File: config.mk
export PLATFORM = sky130hd
export DESIGN_NAME = asr_readout
export DESIGN_NICKNAME = d
export VERILOG_FILES = /design/src/design/asr_pkg.sv /design/src/design/asr_readout.sv
export SDC_FILE = /design/constraint.sdc
export NUM_CORES = 1
export LEC_CHECK = 0
export ABC_AREA = 1
export BUFFER_PORTS_ARGS = -buffer_cell sky130_fd_sc_hd__buf_2
export CORE_UTILIZATION = 32
export DETAILED_ROUTE_END_ITERATION = 7
export PLACE_DENSITY_LB_ADDON = 0.25
export SLEW_MARGIN = 20
export SYNTH_ARGS = -nofsm -noshare
export SYNTH_HDL_FRONTEND = slang
export SYNTH_SLANG_ARGS = --single-unit
File: constraint.sdc
create_clock -name clk -period 7.2 [get_ports clk]
set_input_delay 1.44 -clock clk [delete_from_list [all_inputs] [get_ports clk]]
set_output_delay 1.44 -clock clk [all_outputs]
set_load 0.1 [all_outputs]
File: src/design/asr_pkg.sv
/*
  Package for the converter readout slice: register offsets, field positions,
  reset values and sizes.
  Assumes an APB slave port on the bus clock and a 12-bit converter result.
*/
package asr_pkg;
  // ---------------------------------------------------------------------------
  // register offsets (byte addresses)
  // ---------------------------------------------------------------------------
  localparam logic [7:0] OFS_GD_LOW     = 8'h00;
  localparam logic [7:0] OFS_GD_HIGH    = 8'h04;
  localparam logic [7:0] OFS_RES_LOW    = 8'h08;
  localparam logic [7:0] OFS_RES_HIGH   = 8'h0c;
  localparam logic [7:0] OFS_FIFO_DATA  = 8'h10;
  localparam logic [7:0] OFS_FIFO_STAT  = 8'h14;
  localparam logic [7:0] OFS_INT_STAT   = 8'h18;
  // ---------------------------------------------------------------------------
  // field positions
  // ---------------------------------------------------------------------------
  localparam int BIT_CALIBRATE   = 7;
  localparam int BIT_SAMPLE      = 6;
  localparam int BIT_BUSY        = 5;
  localparam int BIT_VALID       = 4;
  localparam int BIT_FIFO_EMPTY  = 2;
  localparam int BIT_INT_VALID   = 3;
  // ---------------------------------------------------------------------------
  // sizes and reset values
  // ---------------------------------------------------------------------------
  localparam int RESULT_W        = 12;
  localparam int GD_W            = 10;
  localparam int SAMPLE_W        = 16;
  localparam int FIFO_DEPTH      = 16;
  localparam logic [9:0] GD_RST  = 10'h000;
  localparam logic [9:0] GD_CFG_ALL = 10'h3ff;
endpackage : asr_pkg

File: src/design/asr_readout.sv
/*
  Readout slice: gate driver enables, converter status bytes, read fifo data
  port with 8/16-bit bus modes, and a sticky new-result flag.
  Assumes the analog block signals are asynchronous to pclk and are
  synchronised here; APB master is on pclk.
*/
`timescale 1ns/1ps

// -----------------------------------------------------------------------------
// fifo
// -----------------------------------------------------------------------------
module asr_fifo #(
  parameter int WIDTH = 16,
  parameter int DEPTH = 16
) (
  input  wire logic             clk,
  input  wire logic             rst,
  input  wire logic [WIDTH-1:0] inData,
  input  wire logic             inValid,
  output logic                  inReady,
  output logic      [WIDTH-1:0] outData,
  output logic                  outValid,
  input  wire logic             outReady
);
  localparam int AW = $clog2(DEPTH);
  typedef struct packed {
    logic [AW-1:0] wrPtr;
    logic [AW-1:0] rdPtr;
    logic [AW:0]   count;
  } asr_fifo_state_type;
  asr_fifo_state_type st_ff, nxt_st;
  logic [WIDTH-1:0] mem [DEPTH];
  logic             doWr;
  logic             doRd;

  assign inReady  = (st_ff.count != (AW+1)'(DEPTH));
  assign outValid = (st_ff.count != '0);
  assign outData  = mem[st_ff.rdPtr];
  assign doWr     = inValid && inReady;
  assign doRd     = outValid && outReady;

  always_comb begin
    nxt_st = st_ff;
    if (doWr) begin
      nxt_st.wrPtr = (st_ff.wrPtr == AW'(DEPTH-1)) ? '0 : st_ff.wrPtr + 1'b1;
    end
    if (doRd) begin
      nxt_st.rdPtr = (st_ff.rdPtr == AW'(DEPTH-1)) ? '0 : st_ff.rdPtr + 1'b1;
    end
    nxt_st.count = st_ff.count + (AW+1)'(doWr) - (AW+1)'(doRd);
  end

  always_ff @(posedge clk or posedge rst) begin
    if (rst) begin
      st_ff <= '0;
    end else begin
      st_ff <= nxt_st;
    end
  end

  always_ff @(posedge clk) begin
    if (doWr) begin
      mem[st_ff.wrPtr] <= inData;
    end
  end

  // ---------------------------------------------------------------------------
  // checks
  // ---------------------------------------------------------------------------
  chk_fifo_count_cap: assert property (@(posedge clk) disable iff (rst)
    st_ff.count <= (AW+1)'(DEPTH))
    else $error("fifo count above depth");
  chk_fifo_full_hold: assert property (@(posedge clk) disable iff (rst)
    !inReady && inValid
    |=> $stable(st_ff.wrPtr))
    else $error("fifo written while full");
endmodule : asr_fifo

module asr_readout
  import asr_pkg::*;
#(
  parameter logic [9:0] GD_CFG   = GD_CFG_ALL,
  parameter bit         BUS16    = 1'b0,
  parameter int         FIFO_DEP = FIFO_DEPTH
) (
  input  wire logic                 clk,
  input  wire logic                 rst,
  input  wire logic                 psel,
  input  wire logic                 penable,
  input  wire logic                 pwrite,
  input  wire logic [7:0]           paddr,
  input  wire logic [15:0]          pwdata,
  output logic      [15:0]          prdata,
  output logic                      pready,
  output logic                      pslverr,
  output logic      [GD_W-1:0]      gateDriverOn,
  input  wire logic [RESULT_W-1:0]  analogResult,
  input  wire logic                 analogCalibrate,
  input  wire logic                 analogSample,
  input  wire logic                 analogBusy,
  input  wire logic                 resultValidFlag,
  output logic                      fifoInReady,
  output logic                      newResult
);
  typedef struct packed {
    logic [GD_W-1:0]     gd;
    logic [GD_W-1:0]     gdOut;
    logic [RESULT_W-1:0] res1;
    logic [RESULT_W-1:0] res2;
    logic [3:0]          flg1;
    logic [3:0]          flg2;
    logic                vldPrev;
    logic                newRes;
    logic                hiPhase;
    logic [15:0]         rdData;
    logic                ready;
    logic                err;
    logic                inReady;
  } asr_state_type;

  asr_state_type st_ff, nxt_st;
  logic [SAMPLE_W-1:0] fifoOut;
  logic                fifoValid;
  logic                fifoPop;
  logic                fifoPush;
  logic                fifoReady;
  logic                setup;
  logic                rdAcc;
  logic                wrAcc;
  logic [15:0]         rdMux;

  function automatic logic is_mapped(input logic [7:0] a);
    return a inside {OFS_GD_LOW, OFS_GD_HIGH, OFS_RES_LOW, OFS_RES_HIGH,
                     OFS_FIFO_DATA, OFS_FIFO_STAT, OFS_INT_STAT};
  endfunction : is_mapped

  // ---------------------------------------------------------------------------
  // bus decode
  // ---------------------------------------------------------------------------
  assign setup = psel && !penable;
  assign rdAcc = setup && !pwrite;
  assign wrAcc = setup && pwrite;

  // push on valid rising edge (synchronised)
  assign fifoPush = st_ff.flg2[0] && !st_ff.vldPrev;
  assign fifoPop  = rdAcc && (paddr == OFS_FIFO_DATA) && fifoValid
                    && (BUS16 || st_ff.hiPhase);

  asr_fifo #(
    .WIDTH (SAMPLE_W),
    .DEPTH (FIFO_DEP)
  ) u_fifo (
    .clk      (clk),
    .rst      (rst),
    .inData   (SAMPLE_W'(st_ff.res2)),
    .inValid  (fifoPush),
    .inReady  (fifoReady),
    .outData  (fifoOut),
    .outValid (fifoValid),
    .outReady (fifoPop)
  );

  // ---------------------------------------------------------------------------
  // read mux
  // ---------------------------------------------------------------------------
  always_comb begin
    rdMux = '0;
    unique case (paddr)
      OFS_GD_LOW:    rdMux[7:0] = st_ff.gd[7:0];
      OFS_GD_HIGH:   rdMux[1:0] = st_ff.gd[9:8];
      OFS_RES_LOW:   rdMux[7:0] = st_ff.res2[7:0];
      OFS_RES_HIGH:  rdMux[7:0] = {st_ff.flg2[3], st_ff.flg2[2], st_ff.flg2[1],
                                   st_ff.flg2[0], st_ff.res2[11:8]};
      OFS_FIFO_DATA: begin
        if (BUS16) begin
          rdMux = fifoOut;
        end else begin
          rdMux[7:0] = st_ff.hiPhase ? fifoOut[15:8] : fifoOut[7:0];
        end
      end
      OFS_FIFO_STAT: rdMux[BIT_FIFO_EMPTY] = !fifoValid;
      OFS_INT_STAT:  rdMux[BIT_INT_VALID] = st_ff.newRes;
      default:       rdMux = '0;
    endcase
  end

  // ---------------------------------------------------------------------------
  // next state
  // ---------------------------------------------------------------------------
  always_comb begin
    nxt_st = st_ff;
    nxt_st.res1    = analogResult;
    nxt_st.res2    = st_ff.res1;
    nxt_st.flg1    = {analogCalibrate, analogSample, analogBusy, resultValidFlag};
    nxt_st.flg2    = st_ff.flg1;
    nxt_st.vldPrev = st_ff.flg2[0];
    nxt_st.ready   = setup;
    nxt_st.err     = setup && !is_mapped(paddr);
    nxt_st.inReady = fifoReady;
    if (setup) begin
      nxt_st.rdData = pwrite ? 16'h0000 : rdMux;
    end
    // only the gate bytes take writes
    if (wrAcc && paddr == OFS_GD_LOW) begin
      nxt_st.gd[7:0] = pwdata[7:0];
    end
    if (wrAcc && paddr == OFS_GD_HIGH) begin
      nxt_st.gd[9:8] = pwdata[1:0];
    end
    if (rdAcc && paddr == OFS_FIFO_DATA && fifoValid && !BUS16) begin
      nxt_st.hiPhase = !st_ff.hiPhase;
    end
    // set wins over clear
    if (rdAcc && paddr == OFS_INT_STAT) begin
      nxt_st.newRes = 1'b0;
    end
    if (fifoPush) begin
      nxt_st.newRes = 1'b1;
    end
    nxt_st.gdOut = nxt_st.gd & GD_CFG;
  end

  // ---------------------------------------------------------------------------
  // state register
  // ---------------------------------------------------------------------------
  always_ff @(posedge clk or posedge rst) begin
    if (rst) begin
      st_ff       <= '0;
      st_ff.gd    <= GD_RST;
      st_ff.gdOut <= GD_RST;
    end else begin
      st_ff <= nxt_st;
    end
  end

  // ---------------------------------------------------------------------------
  // outputs
  // ---------------------------------------------------------------------------
  assign gateDriverOn = st_ff.gdOut;
  assign prdata      = st_ff.rdData;
  assign pready      = st_ff.ready;
  assign pslverr     = st_ff.err;
  assign fifoInReady = st_ff.inReady;
  assign newResult   = st_ff.newRes;

  // ---------------------------------------------------------------------------
  // checks
  // ---------------------------------------------------------------------------
  chk_gate_low_drive: assert property (@(posedge clk) disable iff (rst)
    wrAcc && paddr == OFS_GD_LOW |=> gateDriverOn[7:0] == ($past(pwdata[7:0]) & GD_CFG[7:0]))
    else $error("gate low byte not driven");
  chk_gate_cfg_mask: assert property (@(posedge clk) disable iff (rst)
    (gateDriverOn & ~GD_CFG) == '0) else $error("unused gate bit set");
  chk_gate_high_drive: assert property (@(posedge clk) disable iff (rst)
    wrAcc && paddr == OFS_GD_HIGH |=> gateDriverOn[9:8] == ($past(pwdata[1:0]) & GD_CFG[9:8]))
    else $error("gate high bits not driven");
  chk_res_low_read: assert property (@(posedge clk) disable iff (rst)
    rdAcc && paddr == OFS_RES_LOW |=> prdata == {8'h00, $past(st_ff.res2[7:0])})
    else $error("result low byte wrong");
  chk_res_high_read: assert property (@(posedge clk) disable iff (rst)
    rdAcc && paddr == OFS_RES_HIGH |=> prdata[3:0] == $past(st_ff.res2[11:8])
      && prdata[7:4] == $past(st_ff.flg2)) else $error("status high byte wrong");
  chk_empty_flag: assert property (@(posedge clk) disable iff (rst)
    rdAcc && paddr == OFS_FIFO_STAT |=> prdata[BIT_FIFO_EMPTY] == !$past(fifoValid))
    else $error("empty flag wrong");
  chk_byte_pop: assert property (@(posedge clk) disable iff (rst)
    fifoPop |-> (BUS16 || st_ff.hiPhase)) else $error("pop on low byte");
  chk_new_result: assert property (@(posedge clk) disable iff (rst)
    fifoPush |=> newResult) else $error("new result not flagged");
  chk_ro_write: assert property (@(posedge clk) disable iff (rst)
    wrAcc && paddr != OFS_GD_LOW && paddr != OFS_GD_HIGH |=> $stable(gateDriverOn))
    else $error("write altered state");
  chk_data16_read: assert property (@(posedge clk) disable iff (rst)
    BUS16 && rdAcc && paddr == OFS_FIFO_DATA |=> prdata == $past(fifoOut))
    else $error("16-bit data wrong");
  chk_hi_phase_toggle: assert property (@(posedge clk) disable iff (rst)
    !BUS16 && rdAcc && paddr == OFS_FIFO_DATA && fifoValid
    |=> st_ff.hiPhase != $past(st_ff.hiPhase))
    else $error("byte phase did not advance");
  chk_low_byte_first: assert property (@(posedge clk) disable iff (rst)
    !BUS16 && rdAcc && paddr == OFS_FIFO_DATA && !st_ff.hiPhase
    |=> prdata == {8'h00, $past(fifoOut[7:0])})
    else $error("low byte not returned first");
  chk_high_byte_second: assert property (@(posedge clk) disable iff (rst)
    !BUS16 && rdAcc && paddr == OFS_FIFO_DATA && st_ff.hiPhase
    |=> prdata == {8'h00, $past(fifoOut[15:8])})
    else $error("high byte not returned second");
  chk_narrow_upper_zero: assert property (@(posedge clk) disable iff (rst)
    !BUS16 && rdAcc
    |=> prdata[15:8] == 8'h00)
    else $error("upper read byte driven in 8-bit mode");
  chk_wide_pop_each: assert property (@(posedge clk) disable iff (rst)
    BUS16 && rdAcc && paddr == OFS_FIFO_DATA && fifoValid
    |-> fifoPop)
    else $error("16-bit read did not pop");
  chk_gate_reserved: assert property (@(posedge clk) disable iff (rst)
    rdAcc && paddr == OFS_GD_HIGH
    |=> prdata[15:2] == 14'h0000)
    else $error("reserved gate bits read nonzero");
  chk_clear_on_read: assert property (@(posedge clk) disable iff (rst)
    rdAcc && paddr == OFS_INT_STAT && !fifoPush
    |=> !newResult)
    else $error("new result not cleared by read");
  chk_int_write_keep: assert property (@(posedge clk) disable iff (rst)
    wrAcc && paddr == OFS_INT_STAT && newResult
    |=> newResult)
    else $error("write cleared new result");
  chk_ready_pulse: assert property (@(posedge clk) disable iff (rst)
    setup
    |=> pready ##1 !pready)
    else $error("ready not a single access cycle");
  chk_err_unmapped: assert property (@(posedge clk) disable iff (rst)
    setup && !is_mapped(paddr)
    |=> pslverr)
    else $error("unmapped access without error");
  cov_hiphase: cover property (@(posedge clk) disable iff (rst) st_ff.hiPhase);
  cov_push:  cover property (@(posedge clk) disable iff (rst) fifoPush);
  cov_pop:   cover property (@(posedge clk) disable iff (rst) fifoPop);
  cov_full:  cover property (@(posedge clk) disable iff (rst) !fifoReady);
  cov_gdwr:  cover property (@(posedge clk) disable iff (rst) wrAcc && paddr == OFS_GD_HIGH);
endmodule : asr_readout

==> Word-level counts from Yosys, hierarchy flattened <==
Memories as Yosys holds them, arrays and structs flattened.
Index checks and enable logic that the tools add are counted.
{ "word_totals": {"latchBits": 0, "ramBits": 192, "out_inout_bits": 30, "word_cells": 65, "regBits": 77, "memories": 1, "input_bits": 45, "romBits": 0} }
{ "classes": {"reduce_logical": 23, "mux": 12, "eq_ne": 9, "n_addsub": 4, "order_cmp": 0, "bitwise": 0, "div_mod_pow": 0, "n_shift": 0, "mul": 0} }
{ "mem_list": {"columns": ["memory", "words", "width", "read_ports", "rd_clocked_by_memory_dff", "write_ports", "line", "rtl"], "rows": [
  ["u_fifo.mem", 16, 12, 1, 0, 1, "asr_readout.sv:32", "logic [WIDTH-1:0] mem [DEPTH];"]
]} }
{ "ops": {"columns": ["operator", "count"], "rows": [
  ["$eq A8 B5 Y1 const B", 3],
  ["$eq A8 B4 Y1 const B", 2],
  ["$mux W8", 2],
  ["$pmux W4 S4", 1],
  ["$logic_and A1 B1 Y1", 13],
  ["$pmux W1 S5", 2],
  ["$pmux W2 S5", 1],
  ["$add A4 B1 Y4 const B", 2],
  ["$eq A4 B4 Y1 const B", 2],
  ["$eq A8 B3 Y1 const B", 1],
  ["$logic_not A8 Y1", 1],
  ["$mux W4", 2],
  ["$reduce_bool A7 Y1", 1],
  ["$logic_not A1 Y1", 6],
  ["$add A5 B1 Y5", 1],
  ["$ne A5 B5 Y1 const B", 1],
  ["$reduce_bool A5 Y1", 1],
  ["$sub A5 B1 Y5", 1],
  ["$mux W1", 4],
  ["$reduce_bool A2 Y1", 1]
]} }

==> Longest topological paths before layout <==
{ "depth": {"depth_word": 8, "mapped_depth": 15, "depth_no_buf": 13} }

==> By module <==
A second synthesis with hierarchy kept.
{ "unflattened": {"hier_cells": 1419, "hier_area_um2": 14526.4} }
{ "modules_own_cells": {"columns": ["module", "cells_per_inst", "area_per_inst_um2", "seq_area_each_um2", "instances"], "rows": [
  ["asr_fifo", 1141, 11923.9, 8012.7, 1],
  ["asr_readout", 278, 2602.5, 1401.3, 1]
]} }

==> Worst setup path before layout <==
OpenSTA, ideal clock, no wires.
{ "synth_path": {"path_kind": "input to register", "from": "in psel", "to": "reg u_fifo.st_ff[4] (netlist bit)", "setup_time_ns": 0.128, "t_required_ns": 7.072, "n_path_buf": 0, "arrival_ns": 3.406, "stages": 13, "setup_slack_ns": 3.667, "cell_sequence": "inv_1 -> or2_1 -> nor2_2 -> nand2_1 -> nor2_4 -> ha_1 -> inv_1 -> ha_1 -> inv_1 -> fa_1 -> o21ai_0 -> a21oi_1 -> xor2_1"} }
{ "synth_rtl": {"columns": ["item", "line", "rtl"], "rows": [
  ["from (decl)", "asr_readout.sv:88", "input wire logic psel,"],
  ["to (signal assigned)", "asr_readout.sv:57", "st_ff <= nxt_st;"],
  ["to (decl)", "asr_readout.sv:31", "asr_fifo_state_type st_ff, nxt_st;"]
]} }

==> metrics.json <==
{
  "timing": {
    "fin_ws_ns": 3.63,
    "min_period_over_period": 0.496,
    "worst_slew_margin_rel": 0.295,
    "finalSetupViolCount": 0,
    "finalMaxSlewViolations": 0,
    "report.final.hold_viol_count": 0,
    "timing.setup.tns_ns": 0,
    "worst_clock_skew_ns": 0.00892,
    "worst-slew-pin-transition_ns": 1.06,
    "setup_repair_after_global_routing_missed_its_margin": "no",
    "fmax_mhz": 280,
    "fin_crit_ns": 3.57,
    "holdWs_ns": 0.347
  },
  "logic_synthesis": {
    "synth.yosys.warnings": 0,
    "synth_cell_types": 33,
    "post_synth_main_area_contributors": "sky130_fd_sc_hd__edfxtp_1 (51%), sky130_fd_sc_hd__dfrtp_1 (15%), sky130_fd_sc_hd__nand2_1 (10%), sky130_fd_sc_hd__nand3_1 (4.6%), sky130_fd_sc_hd__inv_1 (4.6%)",
    "syn_avg_cell_area_um2": 10.3,
    "most_frequent_cell_after_synthesis": "sky130_fd_sc_hd__nand2_1",
    "synth-edff-count": 192,
    "synth_top_cell_by_area": "sky130_fd_sc_hd__edfxtp_1",
    "top_ff_cell_synth": "sky130_fd_sc_hd__edfxtp_1",
    "post_synth_instance_area_mm2": 0.0113,
    "async_sr_flop_fraction": 0.264,
    "synthCells": 1091,
    "synth-seq-cells": 261,
    "synth_top_cell_area_share": 0.512,
    "ys_top_cells_by_count": "sky130_fd_sc_hd__nand2_1 (311), sky130_fd_sc_hd__edfxtp_1 (192), sky130_fd_sc_hd__inv_1 (137)",
    "seq_area_frac_synth": 0.666
  },
  "cts": {
    "cts_buffer_count": 29,
    "worst_skew_pair.late_latency_ns": 0.53,
    "htreeDepth": 1,
    "cts-resized-gates": 0,
    "clock-root-buffer": "sky130_fd_sc_hd__clkbuf_16",
    "postCtsHoldBufs": 0,
    "tritoncts_num_sinks": 261,
    "cts.repair_timing.setup_buffer_count": 0,
    "clkSlewWorstSetupHoldPaths_ns": 0.06,
    "max-clock-path-buffers": 3,
    "tritoncts_clock_tree": "built"
  },
  "power": {
    "reported_leakage_power_nw": 5.55,
    "report.power.total_mw": 3.46,
    "power-per-cell-area_mw_per_mm2": 271,
    "combPwrFrac": 0.081,
    "share_seq_of_total_power": 0.508,
    "switching_power_mw": 0.831,
    "vdd_ir_drop_max_mv": 0.161,
    "cellInternalPower_mw": 2.63,
    "switching_share": 0.240,
    "power_frac_clock": 0.411
  },
  "floorplanning": {
    "start_util": 0.326,
    "core_mm2": 0.0345,
    "die_y_um": 190,
    "die_area_mm2": 0.0359,
    "die_width_um": 190,
    "placementRows": 68,
    "design.portCount": 75
  },
  "cells_and_area": {
    "final_nets": 1193,
    "sequential_cell_area_in_the_final_layout_mm2": 0.00749,
    "stdcell_count": 1613,
    "num-fill-cells": 3464,
    "final_antenna_diode_count": 0,
    "multi_input_area_mm2": 0.00287,
    "area.growth.synth_to_final_pct": 13.7,
    "layout-drive-gt1-share": 0.127
  },
  "setup_path": {
    "timing.critical_path.slowest_stage_cell": "sky130_fd_sc_hd__fa_1",
    "critical_path.max_fanout": 12,
    "wp_data_required_ns": 7.61,
    "r2r_cells": 13,
    "timing.critical_path.to_type": "flop",
    "timing.rr.start": "u_fifo.st_ff[2]$_DFF_PP0_",
    "timing.setup.critical_path_class": "input pin to flop",
    "reg2reg_setup_slack_ns": 4.44,
    "crit_arrival_ns": 3.98,
    "worstPathCellList": "buf_2, or2_1, nor2_2, nand2_1, nor2_4, ha_1, inv_1, ha_1, inv_1, fa_1, o21ai_0, a21oi_1, xor2_1",
    "critPathMaxStageDelay_ns": 0.42,
    "critical_path.reg2reg.endpoint": "u_fifo.st_ff[4]$_DFF_PP0_",
    "critPathLaunchType": "input pin"
  },
  "route": {
    "drt-wirelength-per-cell_um": 15.3,
    "post-route-drc-count": 0,
    "first_pass_iters": 5,
    "detail-route-antenna-nets": 0,
    "via_per_inst": 4.45,
    "drt-initial-drc-count": 395,
    "detailroute.via_count": 7184,
    "routed_wire_length_mm": 24.7
  },
  "place": {
    "gp_congestion": 0.780,
    "pre_cts_slack_ns": 3.07,
    "post-dp-hpwl_mm": 14.6,
    "number_of_placed_instances_taps_included": 1560,
    "port_buffers": 58
  },
  "global_route": {
    "maximum_number_of_pins_on_one_net_before_global_route_repair": 98,
    "grt_overflow": 0,
    "initial_antenna_violation_count": 0,
    "globalRouteMet3Util": 0.0189,
    "met2_usage": 0.230,
    "grt_first_pass_wirelength_mm": 39.1,
    "number_of_global_route_vias_before_repair": 7057,
    "top_usage_layer": "met2",
    "grt_usage": 0.141,
    "groute.layer.met1.usage": 0.195
  },
  "outcome": {
    "outcome": "finished clean"
  },
  "hold_path": {
    "worst_hold_endpoint": "st_ff[41]$_DFF_PP0_",
    "hold_path.class": "flop to flop",
    "cells_on_worst_hold_path": 0,
    "holdCritStartpoint": "nxt_st[41]$_DFF_PP0_"
  },
  "job": {
    "drv_cap": 0
  }
}
-- flip-flops by register name (all words and copies together), names as in the netlist --
signal        count
prdata            8
u_fifo.mem      192
u_fifo.st_ff     13
newResult         1
nxt_st           17
fifoInReady       1
gateDriverOn     10
st_ff            17
pslverr           1
pready            1
-- worst max-delay path, delay by kind of cell --
kind            cells  cell delay [ns]
simple gates        4             1.03
buf+inv             3             0.20
fa+ha+maj           3             0.84
compound gates      2             0.32
xor+xnor            1             0.15
-- cells by family (layout without fill, tap and decap cells) --
group           count (synthesis)  count (layout)  synth area share
compound gates                 63              63            0.0287
xor+xnor                        6               6           0.00467
fa+ha+maj                      12              12            0.0140
buf+inv                       207             267            0.0845
flops                         261             261             0.666
mux                             6               6           0.00600
other cells                     1               8          0.000333
simple gates                  535             535             0.196
-- power by group through the flow --
stage	clock network [mW]	registers [mW]	logic (mW)
2_1_floorplan	0	1.79	0.200
3_3_place_gp	0	1.79	0.272
3_5_place_dp	0	1.79	0.285
4_1_cts	1.46	1.76	0.286
5_1_grt	1.51	1.77	0.327
6_report	1.42	1.76	0.281
-- metrics by stage --
stage | area [um2] | utilization
floorplan | 11300 | -
global placement | 11800 | 0.343
detailed placement | 11900 | 0.343
CTS | 12800 | 0.370
global route | 12800 | 0.370
finish | 12800 | 0.370
-- final cells by class --
cell class / instances / area share
Inverter: 142 / 0.0419
Sequential cell: 261 / 0.586
Timing Repair Buffer: 72 / 0.0309
Clock buffer: 41 / 0.0651
Tap cell: 455 / 0.0445
Multi-Input combinational cell: 630 / 0.224
Clock inverter: 12 / 0.00734
-- how the worst max path moves through the flow --
stage	startpoint	end	slack [ns]
CTS	penable	u_fifo.st_ff[4]$_DFF_PP0_	3.64
detailed placement	penable	u_fifo.st_ff[4]$_DFF_PP0_	3.07
finish	penable	u_fifo.st_ff[4]$_DFF_PP0_	3.63
global route	penable	u_fifo.st_ff[4]$_DFF_PP0_	3.33
floorplan	psel	u_fifo.st_ff[4]$_DFF_PP0_	3.67
global placement	penable	u_fifo.st_ff[4]$_DFF_PP0_	3.11
-- per-layer routing --
layer / wire, um / vias to the layer above
met2: 11700 / 122
met1: 11700 / 3450
li1: - / 3580
met5: 0 / -
met4: 430 / 0
met3: 871 / 32
-- cell usage in the layout, fill, tap and decap left out, types with 14 or more instances in the layout --
cell type and count:
sky130_fd_sc_hd__nand2_1 311, sky130_fd_sc_hd__edfxtp_1 192, sky130_fd_sc_hd__inv_1 136, sky130_fd_sc_hd__nand3_1 104
sky130_fd_sc_hd__nor2_1 95, sky130_fd_sc_hd__dfrtp_1 67, sky130_fd_sc_hd__buf_2 58, sky130_fd_sc_hd__o21ai_0 51
sky130_fd_sc_hd__clkbuf_16 30, sky130_fd_sc_hd__buf_4 14
Power figures use the tool's default switching activity.
